===== config.mk =====
export PLATFORM = sky130hd
export DESIGN_NAME = pmf_core
export DESIGN_NICKNAME = d
export VERILOG_FILES = /design/src/design/pmf_pkg.sv /design/src/design/pmf_sync.sv /design/src/design/pmf_xlate.sv /design/src/design/pmf_core.sv
export SDC_FILE = /design/constraint.sdc
export NUM_CORES = 1
export LEC_CHECK = 0
export BUFFER_PORTS_ARGS = -buffer_cell sky130_fd_sc_hd__buf_4
export CAP_MARGIN = 10
export CORE_ASPECT_RATIO = 0.5
export CORE_MARGIN = 5
export CORE_UTILIZATION = 40
export DETAILED_ROUTE_END_ITERATION = 10
export PLACE_DENSITY = 0.7
export SYNTH_ARGS = -nofsm -noshare
export SYNTH_HDL_FRONTEND = slang
export SYNTH_HIERARCHICAL = 1
export SYNTH_SLANG_ARGS = --single-unit

===== constraint.sdc =====
create_clock -name ref_clk_i -period 2.3 [get_ports ref_clk_i]
set_input_delay 0.69 -clock ref_clk_i [delete_from_list [all_inputs] [get_ports ref_clk_i]]
set_output_delay 0.69 -clock ref_clk_i [all_outputs]
set_load 0.01 [all_outputs]

===== src/design/pmf_pkg.sv =====
package pmf_pkg;
    // ****************************************
    // Flag positions and widths
    // ****************************************
    localparam int          FLAG_W        = 32;
    localparam int          ADDR_W        = 32;
    localparam int          SINGLE_STEP_B = 8;
    localparam int          INT_ENABLE_B  = 9;
    localparam int          IO_PRIVILEGE_FIELD_LO_B     = 12;
    localparam int          IO_PRIVILEGE_FIELD_HI_B     = 13;
    localparam int          V86_SELECT_B  = 17;
    localparam logic [31:0] FLAGS_RESET   = 32'h0000_0002;
    localparam logic [31:0] FLAGS_FIXED1  = 32'h0000_0002;
    // Writable flag mask: bits 0..21 minus fixed positions
    localparam logic [31:0] FLAGS_WMASK   = 32'h003F_7FD5;
    localparam logic [31:0] FLAGS_SYSMASK = 32'h0002_3300;
    // ****************************************
    // Linear address split for paging
    // ****************************************
    localparam int          DIR_IDX_LO    = 22;
    localparam int          TBL_IDX_LO    = 12;
    localparam int          IDX_W         = 10;
    localparam int          OFFS_W        = 12;
    localparam logic [31:0] PDBR_RESET    = 32'h0000_0000;
    localparam logic [31:0] PDBR_MASK     = 32'hFFFF_F000;
    // ****************************************
    // Modes and flag-writing instructions
    // ****************************************
    typedef enum logic [3:0] {
        PMF_REAL = 4'h1,
        PMF_PROT = 4'h2,
        PMF_V86  = 4'h4,
        PMF_MGMT = 4'h8
    } pmf_mode_t;
    typedef enum logic [2:0] {
        PMF_OP_NONE  = 3'h0,
        PMF_OP_CLI   = 3'h1,
        PMF_OP_STI   = 3'h2,
        PMF_OP_FLAGS_POP_INSTR  = 3'h3,
        PMF_OP_INTERRUPT_RETURN_INSTR  = 3'h4,
        PMF_OP_TASK  = 3'h5,
        PMF_OP_OTHER = 3'h6
    } pmf_op_t;
endpackage : pmf_pkg


===== src/design/pmf_sync.sv =====
`timescale 1ns/10ps
module pmf_sync (
    // Clock and reset
    input  wire logic ref_clk_i,
    input  wire logic rst_n_i,
    // Level
    input  wire logic async_i,
    output logic      sync_o
);
    logic meta_reg;
    // Reset high: pin is active low, idle high
    always_ff @(posedge ref_clk_i or negedge rst_n_i) begin
        if (!rst_n_i) begin
            meta_reg <= 1'b1;
            sync_o   <= 1'b1;
        end else begin
            meta_reg <= async_i;
            sync_o   <= meta_reg;
        end
    end
endmodule : pmf_sync


===== src/design/pmf_xlate.sv =====
`timescale 1ns/10ps
module pmf_xlate
    import pmf_pkg::*;
(
    // Clock and reset
    input  wire logic                       ref_clk_i,
    input  wire logic                       rst_n_i,
    // Control
    input  wire logic                       paging_en_i,
    input  wire logic [pmf_pkg::ADDR_W-1:0] pdbr_i,
    input  wire logic [pmf_pkg::ADDR_W-1:0] lin_addr_i,
    // Results
    output logic      [pmf_pkg::ADDR_W-1:0] phys_addr_o,
    output logic      [pmf_pkg::IDX_W-1:0]  dir_idx_o,
    output logic      [pmf_pkg::IDX_W-1:0]  tbl_idx_o,
    output logic      [pmf_pkg::OFFS_W-1:0] page_offs_o,
    output logic      [pmf_pkg::ADDR_W-1:0] dir_entry_addr_o,
    output logic                            walk_req_o
);
    wire [IDX_W-1:0]  dir_w  = lin_addr_i[DIR_IDX_LO +: IDX_W];
    wire [IDX_W-1:0]  tbl_w  = lin_addr_i[TBL_IDX_LO +: IDX_W];
    wire [OFFS_W-1:0] offs_w = lin_addr_i[OFFS_W-1:0];
    wire [ADDR_W-1:0] pde_w  = (pdbr_i & PDBR_MASK) | {20'h0_0000, dir_w, 2'h0};
    always_ff @(posedge ref_clk_i or negedge rst_n_i) begin
        if (!rst_n_i) begin
            phys_addr_o      <= '0;
            dir_idx_o        <= '0;
            tbl_idx_o        <= '0;
            page_offs_o      <= '0;
            dir_entry_addr_o <= '0;
            walk_req_o       <= 1'b0;
        end else begin
            phys_addr_o      <= paging_en_i ? '0 : lin_addr_i;
            dir_idx_o        <= paging_en_i ? dir_w : '0;
            tbl_idx_o        <= paging_en_i ? tbl_w : '0;
            page_offs_o      <= paging_en_i ? offs_w : '0;
            dir_entry_addr_o <= paging_en_i ? pde_w : '0;
            walk_req_o       <= paging_en_i;
        end
    end
    property p_flat;
        @(posedge ref_clk_i) disable iff (!rst_n_i)
        !paging_en_i |=> phys_addr_o == $past(lin_addr_i) && !walk_req_o;
    endproperty
    a_flat: assert property (p_flat) else $error("flat address not passed through");
    property p_split;
        @(posedge ref_clk_i) disable iff (!rst_n_i)
        paging_en_i |=> {dir_idx_o, tbl_idx_o, page_offs_o} == $past(lin_addr_i);
    endproperty
    a_split: assert property (p_split) else $error("paged address split wrong");
    property p_pde;
        @(posedge ref_clk_i) disable iff (!rst_n_i)
        paging_en_i |=> dir_entry_addr_o[ADDR_W-1:TBL_IDX_LO] == $past(pdbr_i[ADDR_W-1:TBL_IDX_LO]);
    endproperty
    a_pde: assert property (p_pde) else $error("directory base not used");
endmodule : pmf_xlate


===== src/design/pmf_core.sv =====
// Notes on behaviour
// - Paging off: physical address equals linear address.
// - Paging on with protection enabled: linear address splits into directory, table and offset.
// - Directory base comes from the page directory base register.
// - Reset leaves the core in real-address mode.
// - Protection enable chooses real or protected mode.
// - In protected mode the virtual-8086 flag picks the submode.
// - Management interrupt in any ordinary mode enters management state.
// - Active-low pin requests management; entry saves context, switches address space.
// - Resume restores saved state and the exact earlier mode.
// - Single-step flag, bit 8, raises a debug trap after each instruction outside management state.
// - Step set by pop or return traps only after the next instruction.
// - Maskable interrupts accepted only while enable flag bit 9 is set.
// - Enable flag never gates exceptions or non-maskable interrupts.
// - Enable-flag changes gated by privilege level and I/O field; extensions bit not used.
// - I/O field in bits 12-13; I/O allowed when privilege not above it.
// - I/O field changes only via pop or return at privilege level 0, or by resume.
// - In virtual-8086, enable changes need I/O field 3, with extensions on or off.
// - Virtual-8086 select flag sits at bit 17.
`timescale 1ns/10ps
module pmf_core
    import pmf_pkg::*;
(
    // Clock and reset
    input  wire logic                       ref_clk_i,
    input  wire logic                       rst_n_i,
    // Control register state
    input  wire logic                       protection_enable_flag_i,
    input  wire logic                       paging_enable_i,
    input  wire logic                       virtual_mode_extensions_bit_i,
    input  wire logic                       pdbr_wr_i,
    input  wire logic [pmf_pkg::ADDR_W-1:0] pdbr_wdata_i,
    // Instruction retirement
    input  wire logic                       instr_done_i,
    input  wire pmf_pkg::pmf_op_t           instr_op_i,
    input  wire logic [pmf_pkg::FLAG_W-1:0] flags_wdata_i,
    input  wire logic [1:0]                 current_privilege_level_i,
    input  wire logic                       io_access_i,
    input  wire logic                       resume_from_mgmt_instr_i,
    // Interrupt sources
    input  wire logic                       mgmt_interrupt_pin_n_i,
    input  wire logic                       intr_req_i,
    input  wire logic                       nmi_req_i,
    input  wire logic                       exception_i,
    // Addressing
    input  wire logic [pmf_pkg::ADDR_W-1:0] lin_addr_i,
    output logic      [pmf_pkg::ADDR_W-1:0] phys_addr_o,
    output logic      [pmf_pkg::IDX_W-1:0]  dir_idx_o,
    output logic      [pmf_pkg::IDX_W-1:0]  tbl_idx_o,
    output logic      [pmf_pkg::OFFS_W-1:0] page_offs_o,
    output logic      [pmf_pkg::ADDR_W-1:0] dir_entry_addr_o,
    output logic                            walk_req_o,
    output logic      [pmf_pkg::ADDR_W-1:0] page_directory_base_register_o,
    // Status
    output logic      [pmf_pkg::FLAG_W-1:0] processor_flags_o,
    output pmf_pkg::pmf_mode_t              mode_o,
    output logic                            mgmt_space_o,
    output logic                            ctx_save_o,
    output logic                            ctx_restore_o,
    output logic                            debug_trap_o,
    output logic                            intr_ack_o,
    output logic                            nmi_ack_o,
    output logic                            exc_take_o,
    output logic                            io_fault_o,
    output logic                            io_grant_o
);
    // ****************************************
    // State
    // ****************************************
    logic [FLAG_W-1:0] flags_reg;
    logic [FLAG_W-1:0] flags_next;
    logic [FLAG_W-1:0] saved_flags_reg;
    pmf_mode_t         mode_reg;
    pmf_mode_t         mode_next;
    pmf_mode_t         saved_mode_reg;
    logic [ADDR_W-1:0] pdbr_reg;
    logic              step_arm_reg;
    logic              trap_reg;
    logic              io_fault_reg;
    logic              smi_s;
    logic              smi_s_d_reg;

    pmf_sync u_smi_sync (
        .ref_clk_i (ref_clk_i),
        .rst_n_i   (rst_n_i),
        .async_i   (mgmt_interrupt_pin_n_i),
        .sync_o    (smi_s)
    );

    pmf_xlate u_xlate (
        .ref_clk_i        (ref_clk_i),
        .rst_n_i          (rst_n_i),
        .paging_en_i      (paging_enable_i && protection_enable_flag_i),
        .pdbr_i           (pdbr_reg),
        .lin_addr_i       (lin_addr_i),
        .phys_addr_o      (phys_addr_o),
        .dir_idx_o        (dir_idx_o),
        .tbl_idx_o        (tbl_idx_o),
        .page_offs_o      (page_offs_o),
        .dir_entry_addr_o (dir_entry_addr_o),
        .walk_req_o       (walk_req_o)
    );

    // ****************************************
    // Decode
    // ****************************************
    wire        in_mgmt_w   = (mode_reg == PMF_MGMT);
    wire [1:0]  io_privilege_field_w      = flags_reg[IO_PRIVILEGE_FIELD_HI_B:IO_PRIVILEGE_FIELD_LO_B];
    wire [1:0]  cpl_w       = current_privilege_level_i;
    // Falling edge of the synchronised pin: one request per assertion
    wire        smi_evt_w   = smi_s_d_reg && !smi_s && !in_mgmt_w;
    wire        rsm_w       = resume_from_mgmt_instr_i && in_mgmt_w;
    wire        op_flags_pop_instr_w   = instr_done_i && (instr_op_i == PMF_OP_FLAGS_POP_INSTR);
    wire        op_interrupt_return_instr_w   = instr_done_i && (instr_op_i == PMF_OP_INTERRUPT_RETURN_INSTR);
    wire        op_task_w   = instr_done_i && (instr_op_i == PMF_OP_TASK);
    wire        op_cli_w    = instr_done_i && (instr_op_i == PMF_OP_CLI);
    wire        op_sti_w    = instr_done_i && (instr_op_i == PMF_OP_STI);
    wire        op_load_w   = op_flags_pop_instr_w || op_interrupt_return_instr_w || op_task_w;
    wire        is_v86_w    = (mode_reg == PMF_V86);
    wire        io_privilege_field_ok_w   = (cpl_w <= io_privilege_field_w);
    // Virtual-8086 compares against level 3; extensions bit not used
    wire        v86_if_ok_w = (io_privilege_field_w == 2'h3);
    wire        if_ok_w     = is_v86_w ? v86_if_ok_w : (!protection_enable_flag_i || io_privilege_field_ok_w);
    wire        io_privilege_field_wr_ok_w = (op_flags_pop_instr_w || op_interrupt_return_instr_w) && (cpl_w == 2'h0);
    wire        vm_wr_ok_w  = (op_interrupt_return_instr_w && cpl_w == 2'h0) || op_task_w;
    wire        step_load_w = (op_flags_pop_instr_w || op_interrupt_return_instr_w) && flags_wdata_i[SINGLE_STEP_B]
                              && !flags_reg[SINGLE_STEP_B];
    wire        v86_io_ok_w = virtual_mode_extensions_bit_i ? io_privilege_field_ok_w : io_privilege_field_ok_w;
    wire        io_ok_w     = !protection_enable_flag_i || (is_v86_w ? v86_io_ok_w : io_privilege_field_ok_w);

    // ****************************************
    // Flags update
    // ****************************************
    always_comb begin
        flags_next = flags_reg;
        if (op_load_w) begin
            // System bits other than the step flag keep their old value unless a gate below lets them change
            flags_next = (flags_reg & ~(FLAGS_WMASK & ~FLAGS_SYSMASK)) | (flags_wdata_i & FLAGS_WMASK & ~FLAGS_SYSMASK);
            flags_next[SINGLE_STEP_B] = flags_wdata_i[SINGLE_STEP_B];
            if (if_ok_w)
                flags_next[INT_ENABLE_B] = flags_wdata_i[INT_ENABLE_B];
            if (io_privilege_field_wr_ok_w)
                flags_next[IO_PRIVILEGE_FIELD_HI_B:IO_PRIVILEGE_FIELD_LO_B] = flags_wdata_i[IO_PRIVILEGE_FIELD_HI_B:IO_PRIVILEGE_FIELD_LO_B];
            if (vm_wr_ok_w)
                flags_next[V86_SELECT_B] = flags_wdata_i[V86_SELECT_B];
        end else if (op_cli_w && if_ok_w) begin
            flags_next[INT_ENABLE_B] = 1'b0;
        end else if (op_sti_w && if_ok_w) begin
            flags_next[INT_ENABLE_B] = 1'b1;
        end
        if (rsm_w)
            flags_next = saved_flags_reg;
        flags_next = flags_next | FLAGS_FIXED1;
    end

    // ****************************************
    // Mode selection
    // ****************************************
    always_comb begin
        mode_next = mode_reg;
        case (mode_reg)
            PMF_REAL, PMF_PROT, PMF_V86: begin
                if (smi_evt_w)
                    mode_next = PMF_MGMT;
                else if (!protection_enable_flag_i)
                    mode_next = PMF_REAL;
                else if (flags_next[V86_SELECT_B])
                    mode_next = PMF_V86;
                else
                    mode_next = PMF_PROT;
            end
            PMF_MGMT: begin
                if (rsm_w)
                    mode_next = saved_mode_reg;
            end
            default: mode_next = PMF_REAL;
        endcase
    end

    // ****************************************
    // Registers
    // ****************************************
    always_ff @(posedge ref_clk_i or negedge rst_n_i) begin
        if (!rst_n_i) begin
            flags_reg       <= FLAGS_RESET;
            mode_reg        <= PMF_REAL;
            saved_flags_reg <= FLAGS_RESET;
            saved_mode_reg  <= PMF_REAL;
            pdbr_reg        <= PDBR_RESET;
            smi_s_d_reg     <= 1'b1;
        end else begin
            flags_reg   <= flags_next;
            mode_reg    <= mode_next;
            smi_s_d_reg <= smi_s;
            if (pdbr_wr_i)
                pdbr_reg <= pdbr_wdata_i & PDBR_MASK;
            if (smi_evt_w) begin
                saved_flags_reg <= flags_reg;
                saved_mode_reg  <= mode_reg;
            end
        end
    end

    // Stepping: old flag gates the trap, so the pop or return that sets it never traps
    always_ff @(posedge ref_clk_i or negedge rst_n_i) begin
        if (!rst_n_i) begin
            step_arm_reg <= 1'b0;
            trap_reg     <= 1'b0;
            io_fault_reg <= 1'b0;
        end else begin
            if (step_load_w)
                step_arm_reg <= 1'b1;
            else if (instr_done_i || !flags_reg[SINGLE_STEP_B])
                step_arm_reg <= 1'b0;
            trap_reg     <= instr_done_i && flags_reg[SINGLE_STEP_B]
                            && !step_load_w && !in_mgmt_w;
            io_fault_reg <= io_access_i && !io_ok_w;
        end
    end

    // ****************************************
    // Outputs
    // ****************************************
    assign processor_flags_o              = flags_reg;
    assign mode_o                         = mode_reg;
    assign page_directory_base_register_o = pdbr_reg;
    assign mgmt_space_o                   = in_mgmt_w;
    assign ctx_save_o                     = smi_evt_w;
    assign ctx_restore_o                  = rsm_w;
    assign debug_trap_o                   = trap_reg;
    assign io_fault_o                     = io_fault_reg;
    assign io_grant_o                     = io_access_i && io_ok_w;
    assign intr_ack_o                     = intr_req_i && flags_reg[INT_ENABLE_B] && !in_mgmt_w;
    assign nmi_ack_o                      = nmi_req_i;
    assign exc_take_o                     = exception_i;

    // ****************************************
    // Checks
    // ****************************************
    property p_reset_real;
        @(posedge ref_clk_i) $rose(rst_n_i) |-> mode_o == PMF_REAL;
    endproperty
    a_reset_real: assert property (p_reset_real) else $error("not real mode after reset");
    property p_pe_clear;
        @(posedge ref_clk_i) disable iff (!rst_n_i)
        !protection_enable_flag_i && !smi_evt_w && !in_mgmt_w |=> mode_o == PMF_REAL;
    endproperty
    a_pe_clear: assert property (p_pe_clear) else $error("real mode not chosen");
    property p_v86_sel;
        @(posedge ref_clk_i) disable iff (!rst_n_i)
        protection_enable_flag_i && !in_mgmt_w && !smi_evt_w |=>
            (mode_o == PMF_V86) == processor_flags_o[17];
    endproperty
    a_v86_sel: assert property (p_v86_sel) else $error("virtual-8086 select wrong");
    property p_smi_enter;
        @(posedge ref_clk_i) disable iff (!rst_n_i)
        smi_evt_w |=> mode_o == PMF_MGMT && mgmt_space_o;
    endproperty
    a_smi_enter: assert property (p_smi_enter) else $error("management entry missed");
    property p_pin_to_entry;
        @(posedge ref_clk_i) disable iff (!rst_n_i)
        !in_mgmt_w && $fell(smi_s) |=> in_mgmt_w;
    endproperty
    a_pin_to_entry: assert property (p_pin_to_entry) else $error("pin request not taken");
    property p_resume;
        @(posedge ref_clk_i) disable iff (!rst_n_i)
        rsm_w |=> mode_o == $past(saved_mode_reg) && processor_flags_o == $past(saved_flags_reg);
    endproperty
    a_resume: assert property (p_resume) else $error("resume mode wrong");
    property p_no_step;
        @(posedge ref_clk_i) disable iff (!rst_n_i)
        !flags_reg[8] |=> !debug_trap_o;
    endproperty
    a_no_step: assert property (p_no_step) else $error("trap with step clear");
    property p_step_delay;
        @(posedge ref_clk_i) disable iff (!rst_n_i)
        step_load_w |=> !debug_trap_o;
    endproperty
    a_step_delay: assert property (p_step_delay) else $error("early step trap");
    property p_step_first;
        @(posedge ref_clk_i) disable iff (!rst_n_i)
        step_arm_reg && flags_reg[SINGLE_STEP_B] && instr_done_i && !in_mgmt_w |=> debug_trap_o;
    endproperty
    a_step_first: assert property (p_step_first) else $error("first step trap missed");
    property p_if_mask;
        @(posedge ref_clk_i) disable iff (!rst_n_i)
        intr_ack_o |-> flags_reg[9];
    endproperty
    a_if_mask: assert property (p_if_mask) else $error("interrupt taken while masked");
    property p_nmi;
        @(posedge ref_clk_i) disable iff (!rst_n_i)
        nmi_req_i |-> nmi_ack_o;
    endproperty
    a_nmi: assert property (p_nmi) else $error("nmi gated");
    property p_io_privilege_field_hold;
        @(posedge ref_clk_i) disable iff (!rst_n_i)
        !io_privilege_field_wr_ok_w && !rsm_w |=> $stable(processor_flags_o[13:12]);
    endproperty
    a_io_privilege_field_hold: assert property (p_io_privilege_field_hold) else $error("io field changed illegally");
    property p_io_fault;
        @(posedge ref_clk_i) disable iff (!rst_n_i)
        io_access_i && protection_enable_flag_i && !is_v86_w && cpl_w > io_privilege_field_w |=> io_fault_o;
    endproperty
    a_io_fault: assert property (p_io_fault) else $error("io access not refused");
    property p_if_gate;
        @(posedge ref_clk_i) disable iff (!rst_n_i)
        (op_cli_w || op_sti_w) && !if_ok_w && !rsm_w |=> $stable(processor_flags_o[9]);
    endproperty
    a_if_gate: assert property (p_if_gate) else $error("enable flag changed illegally");
    c_smi_rsm: cover property (@(posedge ref_clk_i) disable iff (!rst_n_i) smi_evt_w ##[1:50] rsm_w);
    c_v86: cover property (@(posedge ref_clk_i) disable iff (!rst_n_i) mode_o == PMF_V86);
    c_trap: cover property (@(posedge ref_clk_i) disable iff (!rst_n_i) debug_trap_o);
    c_iofault: cover property (@(posedge ref_clk_i) disable iff (!rst_n_i) io_fault_o);
endmodule : pmf_core


==> results.cfg, run 1 <==
[route]
vias = 4564
drc = 0
route.antenna.remaining_nets = 0
drt_pass1_iterations = 4
vias_per_cell = 4.53
dr.first_iter.drc_count = 133
wire_per_inst_microns = 16.2
routed_wl_microns = 16300

[clock_tree]
clock-root-buffer = clkbuf_16
clk_latency_ns = 0.42
cts_buffer_depth = 2
clock-sinks = 180
clkSlewWorstSetupHoldPaths_ns = 0.07
cts_hold_buf = 0
cts_tree = done
cts_buffers = 17
htreeDepth = 4

[setup_path]
r2r-start = mode_o[2]$_DFFE_PN0P_
crit_type = flip-flop to output pin
worstSetupStartpoint = processor_flags_o[13]$_DFFE_PN0P_
reg2reg_depth = 9
r2r_end = processor_flags_o[9]$_DFFE_PN0P_
ff2ff_setup_slack_ns = 0.27
endpoint = io_grant_o
start_kind = flip-flop
required_ns = 1.61
endpoint_kind = output pin
critPathMaxFanout = 2
cp.arrival_ns = 1.73

[die]
core_area_sq_mm = 0.0166
initial_core_util_pct = 41.4
num_io_pins = 288
die_x_microns = 196
rows = 33
die-area_sq_mm = 0.0201
dieHeight_microns = 103

[global_routing]
use_met2_pct = 30.3
grt_pass1_wl_microns = 25800
met3_usage_pct = 5.32
grt_usage_pct = 16.3
grt_overflow = 0
grt_pass1_vias = 4944
antenna_found_initial = 0
grt-busiest-layer = met2
grt_util_met1_pct = 18.4
grt_max_degree = 86

[final_layout]
largest_reg_flops = 32
layout-drive-gt1-share_pct = 48.7
diodes = 0
fin_nets = 884
fillers = 1388
syn2layout_area_growth_pct = 39.4
fin_util_pct = 57.8

[timing]
min_period_ns = 2.42
whs_ns = 0.235
tightest_slew_ns = 0.527
fin_skew_ns = 0.00975
drv_slew = 0
report.final.hold_viol_count = 0
fmax_mhz = 413
slew_headroom_pct = 64.9
min_period_over_period_pct = 105
rsz0062_at_grt = yes
worst_slack_ns = -0.120
setup_viol = 5

[placed_design]
place_ws_ns = -0.134
gp_congestion = 0.731
io_buffers = 241
place_hpwl_microns = 11600

[pwr]
p_per_area_mw_per_mm2 = 927
leakage_nw = 4.94
total_power_mw = 8.90
ir_worst_vdd_v = 0.000535

[synthesis]
synthAdderAreaFrac_pct = 0.363
synth_compound_area_share_pct = 3.74
yosys-mux-area-fraction_pct = 11.5
synth_edf_count = 0
postSynthCellCount = 516
synth_ff_type = dfrtp_1
synth.cell_area_sq_mm = 0.00689
synth.ff_latch_count = 180
synthArstFlopShare_pct = 100
ys_seq_area_share_pct = 65.4
synth_top_family_by_area = simple AND/OR/NAND/NOR gates
ys.warnings.count = 6
syn_avg_cell_area_sq_um = 13.4
synthSimpleGateAreaFrac_pct = 13.0
synth-xor-area-share_pct = 0.127
yosysUniqueCellTypes = 44

[hold_path]
min_path_type = primary input to asynchronous set/reset pin

[outcome]
violations = negative setup slack
outcome = complete, but fails checks

[run]
maxCapViolCount = 0
## Yosys cell counts, types with 2 or more instances
master / count / area share (%)
dfrtp_1: 175 / 64
nand2_1: 57 / 3.1
mux2_2: 56 / 9.1
and2_1: 54 / 4.9
buf_4: 34 / 3.7
nor2b_1: 34 / 3.1
o21ai_0: 21 / 1.5
mux2i_1: 16 / 2.3
inv_1: 7 / 0.38
buf_2: 5 / 0.36
clkbuf_1: 5 / 0.27
dfstp_2: 5 / 1.9
buf_6: 4 / 0.65
nor2_1: 4 / 0.22
conb_1: 3 / 0.16
nor3_1: 3 / 0.22
o211ai_1: 3 / 0.33
a22o_1: 2 / 0.25
and3_1: 2 / 0.18
ha_1: 2 / 0.36
## routing by layer
metal  vias to the layer above  wire [microns]  share of wire, %
met5                         -               0                 0
li1                       2155               -                 -
met1                      2285            6330                39
met4                         0             180               1.1
met2                       112            8860                54
met3                        12             933               5.7
## power by group
part | switching [mW] | leakage [nW] | total [mW] | internal, mW
logic | 0.856 | 2.36 | 1.96 | 1.10
registers | 0.310 | 2.29 | 3.99 | 3.68
clock network | 1.31 | 0.288 | 2.95 | 1.64
total | 2.47 | 4.94 | 8.90 | 6.43
## critical path: stages (launching register included)
cell      delay (ns)
dfrtp_1         0.40
inv_2           0.08
ha_4            0.19
nor2b_4         0.12
o211ai_1        0.23
and2_1          0.19
buf_6           0.11
## layout by cell type, fill, tap and decap left out, types with 2 or more instances in the layout
| cell type | instances |
|---|---|
| buf_4 | 258 |
| dfrtp_1 | 174 |
| nand2_1 | 57 |
| mux2_2 | 56 |
| and2_1 | 53 |
| nor2b_1 | 33 |
| o21ai_0 | 21 |
| clkbuf_16 | 17 |
| mux2i_1 | 16 |
| conb_1 | 15 |
| buf_6 | 7 |
| inv_1 | 6 |
| inv_6 | 5 |
| dfstp_2 | 5 |
| buf_12 | 5 |
| nor2_1 | 4 |
| nor3_1 | 3 |
| o211ai_1 | 3 |
| inv_8 | 3 |
| clkinv_4 | 3 |
| a22o_1 | 2 |
| clkinvlp_4 | 2 |
| bufinv_16 | 2 |
## worst min path at each step
stage                                              from                                 to  cells after the start
final                                           rst_n_i  processor_flags_o[19]$_DFFE_PN0N_                      1
after global routing                            rst_n_i  processor_flags_o[19]$_DFFE_PN0N_                      1
after CTS                                       rst_n_i  processor_flags_o[19]$_DFFE_PN0N_                      1
after detailed placement  u_smi_sync/meta_reg$_DFF_PN1_        u_smi_sync/sync_o$_DFF_PN1_                      0
after global placement    u_smi_sync/meta_reg$_DFF_PN1_        u_smi_sync/sync_o$_DFF_PN1_                      0
after floorplan           u_smi_sync/meta_reg$_DFF_PN1_        u_smi_sync/sync_o$_DFF_PN1_                      0
## per-stage QoR
step | setup TNS (ns) | instances | area, sq um
5_1_grt | -0.808 | 1008 | 9610
3_5_place_dp | -0.134 | 963 | 8860
3_3_place_gp | -0.128 | 963 | 8860
2_1_floorplan | 0 | 528 | 6940
6_report | -0.462 | 1008 | 9610
4_1_cts | -0.670 | 1006 | 9590
## cell type report
class	instances	area (sq um)	share of cell area (%)
Timing Repair Buffer	270	2120	22.0
Multi-Input combinational cell	290	2060	21.4
Sequential cell	180	4510	46.9
Clock inverter	14	170	1.77
Inverter	9	41.3	0.430
Clock buffer	18	429	4.47
Tap cell	227	284	2.96
## kinds of logic (layout without fill, tap and decap cells)
kind of cell             count (synthesis)  after routing
XOR/XNOR                                 1              1
AO/OA/AOI/OAI                           38             38
adder cells (fa/ha/maj)                  2              2
flip-flops                             180            180
other                                    3             15
buffers and inverters                   58            311
multiplexers                            72             72
AND/OR/NAND/NOR                        162            162
## timing repair
item,in CTS,in global routing
pin swaps,4,3
gates cloned,0,0
gates resized for setup,11,2
setup endpoints to repair,5,5
buffers inserted,11,2
No activity file was read; power rests on OpenSTA's default activity.
==> run 2, diff against run 1 <==
--- a/config.mk
+++ b/config.mk
@@ -11,7 +11,7 @@
 export CORE_MARGIN = 5
 export CORE_UTILIZATION = 40
 export DETAILED_ROUTE_END_ITERATION = 10
-export PLACE_DENSITY = 0.7
+export PLACE_DENSITY = 0.81
 export SYNTH_ARGS = -nofsm -noshare
 export SYNTH_HDL_FRONTEND = slang
 export SYNTH_HIERARCHICAL = 1
==> run 2 against run 1 <==
Effect of this change:
- the flow still finishes with violations (negative setup slack)
- via count rose by 0.15%
- power fell by 1.3%
- first-iteration DRC count fell by 22%
- register-to-register slack got worse by 0.03 ns
- non-clock buffer count fell by 8
- setup slack got worse by 0.040 ns
- sequential cell count did not move
- design area fell by 0.69%
- clock power fell by 3%
==> results.cfg, run 2 (synthesis results as in run 1) <==
[final_layout]
syn2layout_area_growth_pct = 38.4
diodes = 0
final_cell_mix = buf_4, dfrtp_1, nand2_1
largest_reg_flops = 32
fillers = 1344
layout_commonest_cell = buf_4
fin_nets = 876
layout-drive-gt1-share_pct = 48.4
fin_cells = 1000

[pwr]
p_per_area_mw_per_mm2 = 921
leakage_nw = 4.90
ir_worst_vdd_v = 0.000512

[timing]
report.final.hold_viol_count = 0
setup_viol = 5
rsz0062_at_grt = yes
drv_slew = 0
worst_slack_ns = -0.160
fmax_mhz = 406
fin_skew_ns = 0.00921
min_period_ns = 2.46
min_period_over_period_pct = 107

[setup_path]
reg2reg_depth = 6
endpoint_kind = output pin
cp.arrival_ns = 1.77
start_kind = flip-flop
required_ns = 1.61
crit_type = flip-flop to output pin
critPathMaxFanout = 5

[die]
dieHeight_microns = 103
rows = 33
num_io_pins = 288
initial_core_util_pct = 41.4
die-area_sq_mm = 0.0201
die_x_microns = 196
core_area_sq_mm = 0.0166

[route]
drt_pass1_iterations = 4
vias_per_cell = 4.57
wire_per_inst_microns = 16.5
route.antenna.remaining_nets = 0
routed_wl_microns = 16500
drc = 0
vias = 4571
dr.first_iter.drc_count = 104

[placed_design]
io_buffers = 241
placed_cells = 960
gp_congestion = 0.734
place_hpwl_microns = 11900
place_ws_ns = -0.121

[clock_tree]
cts_buffer_depth = 2
clock-sinks = 180
clk_latency_ns = 0.42
clkSlewWorstSetupHoldPaths_ns = 0.07
cts_buffers = 17
clock-root-buffer = clkbuf_16
htreeDepth = 4
cts_tree = done

[outcome]
violations = negative setup slack
outcome = complete, but fails checks

[global_routing]
grt_usage_pct = 16.9
grt_overflow = 0
grt_max_degree = 86
antenna_found_initial = 0
grt_pass1_wl_microns = 26600
grt_pass1_vias = 5064

[hold_path]
min_path_type = primary input to asynchronous set/reset pin

[run]
maxCapViolCount = 0
## run 2: cell count changes in the layout (fill, tap and decap cells not counted), moves of 2 or more
cell / before / now
buf_4: 258 / 250
clkinv_8: 0 / 4
clkinvlp_4: 2 / 0
bufinv_16: 2 / 0
## run 2: layout make-up
class / count / area [sq um] / share of cell area, %
Tap cell: 227 / 284 / 2.98
Clock buffer: 17 / 425 / 4.46
Sequential cell: 180 / 4510 / 47.3
Inverter: 9 / 41.3 / 0.433
Multi-Input combinational cell: 290 / 2060 / 21.6
Timing Repair Buffer: 262 / 2060 / 21.5
Clock inverter: 15 / 165 / 1.73
## run 2: path summary, 6_finish.rpt
check / startpoint / endpoint / slack [ns]
worst max-delay path: processor_flags_o[13]$_DFFE_PN0P_ / io_grant_o / -0.16
worst min-delay path: rst_n_i / u_xlate/dir_entry_addr_o[24]$_DFF_PN0_ / 0.18
worst max register to register: mode_o[1]$_DFFE_PN0P_ / processor_flags_o[9]$_DFFE_PN0P_ / 0.24
worst min register to register: u_smi_sync/meta_reg$_DFF_PN1_ / u_smi_sync/sync_o$_DFF_PN1_ / 0.37
max in group asynchronous: rst_n_i / io_fault_o$_DFF_PN0_ / 1.41
min in group ref_clk_i: mgmt_interrupt_pin_n_i / u_smi_sync/meta_reg$_DFF_PN1_ / 0.36
## run 2: what timing repair did
item	CTS	global route
pin swaps	5	3
hold buffers	0	0
buffers inserted	6	2
setup endpoints to repair	5	5
gates cloned	0	0
gates resized for setup	12	2
## run 2: metal layers
layer  share of wire [%]  vias up  GRT usage [%]
met5                   0        -              0
met4                 2.9        0           6.92
met3                 5.9       32           5.45
met2                  54      134           31.1
met1                  37     2271           18.5
li1                    -     2134              -
## run 2: worst max-delay path, cell delays in order, from the launching register on
cell and delay (ns):
dfrtp_1 0.44, inv_2 0.09, ha_4 0.19, nor2b_4 0.12
o211ai_1 0.23, and2_4 0.19, buf_6 0.09
## run 2: power breakdown
group	leakage [nW]	internal (mW)	switching, mW
combinational	2.32	1.07	0.857
sequential	2.29	3.68	0.325
clock	0.290	1.46	1.40
total	4.90	6.21	2.58
## run 2: through the flow
step                setup TNS, ns  hold slack (ns)  power, mW  utilization (%)  cell area [sq um]
floorplan                       0            0.345       4.93                -               6940
global placement           -0.101            0.347       5.80             53.1               8840
detailed placement         -0.121            0.358       5.90             53.1               8840
CTS                        -0.812            0.192       8.88             57.2               9520
global route                -1.03            0.194       9.27             57.4               9540
finish                     -0.655            0.181       8.79             57.4               9540
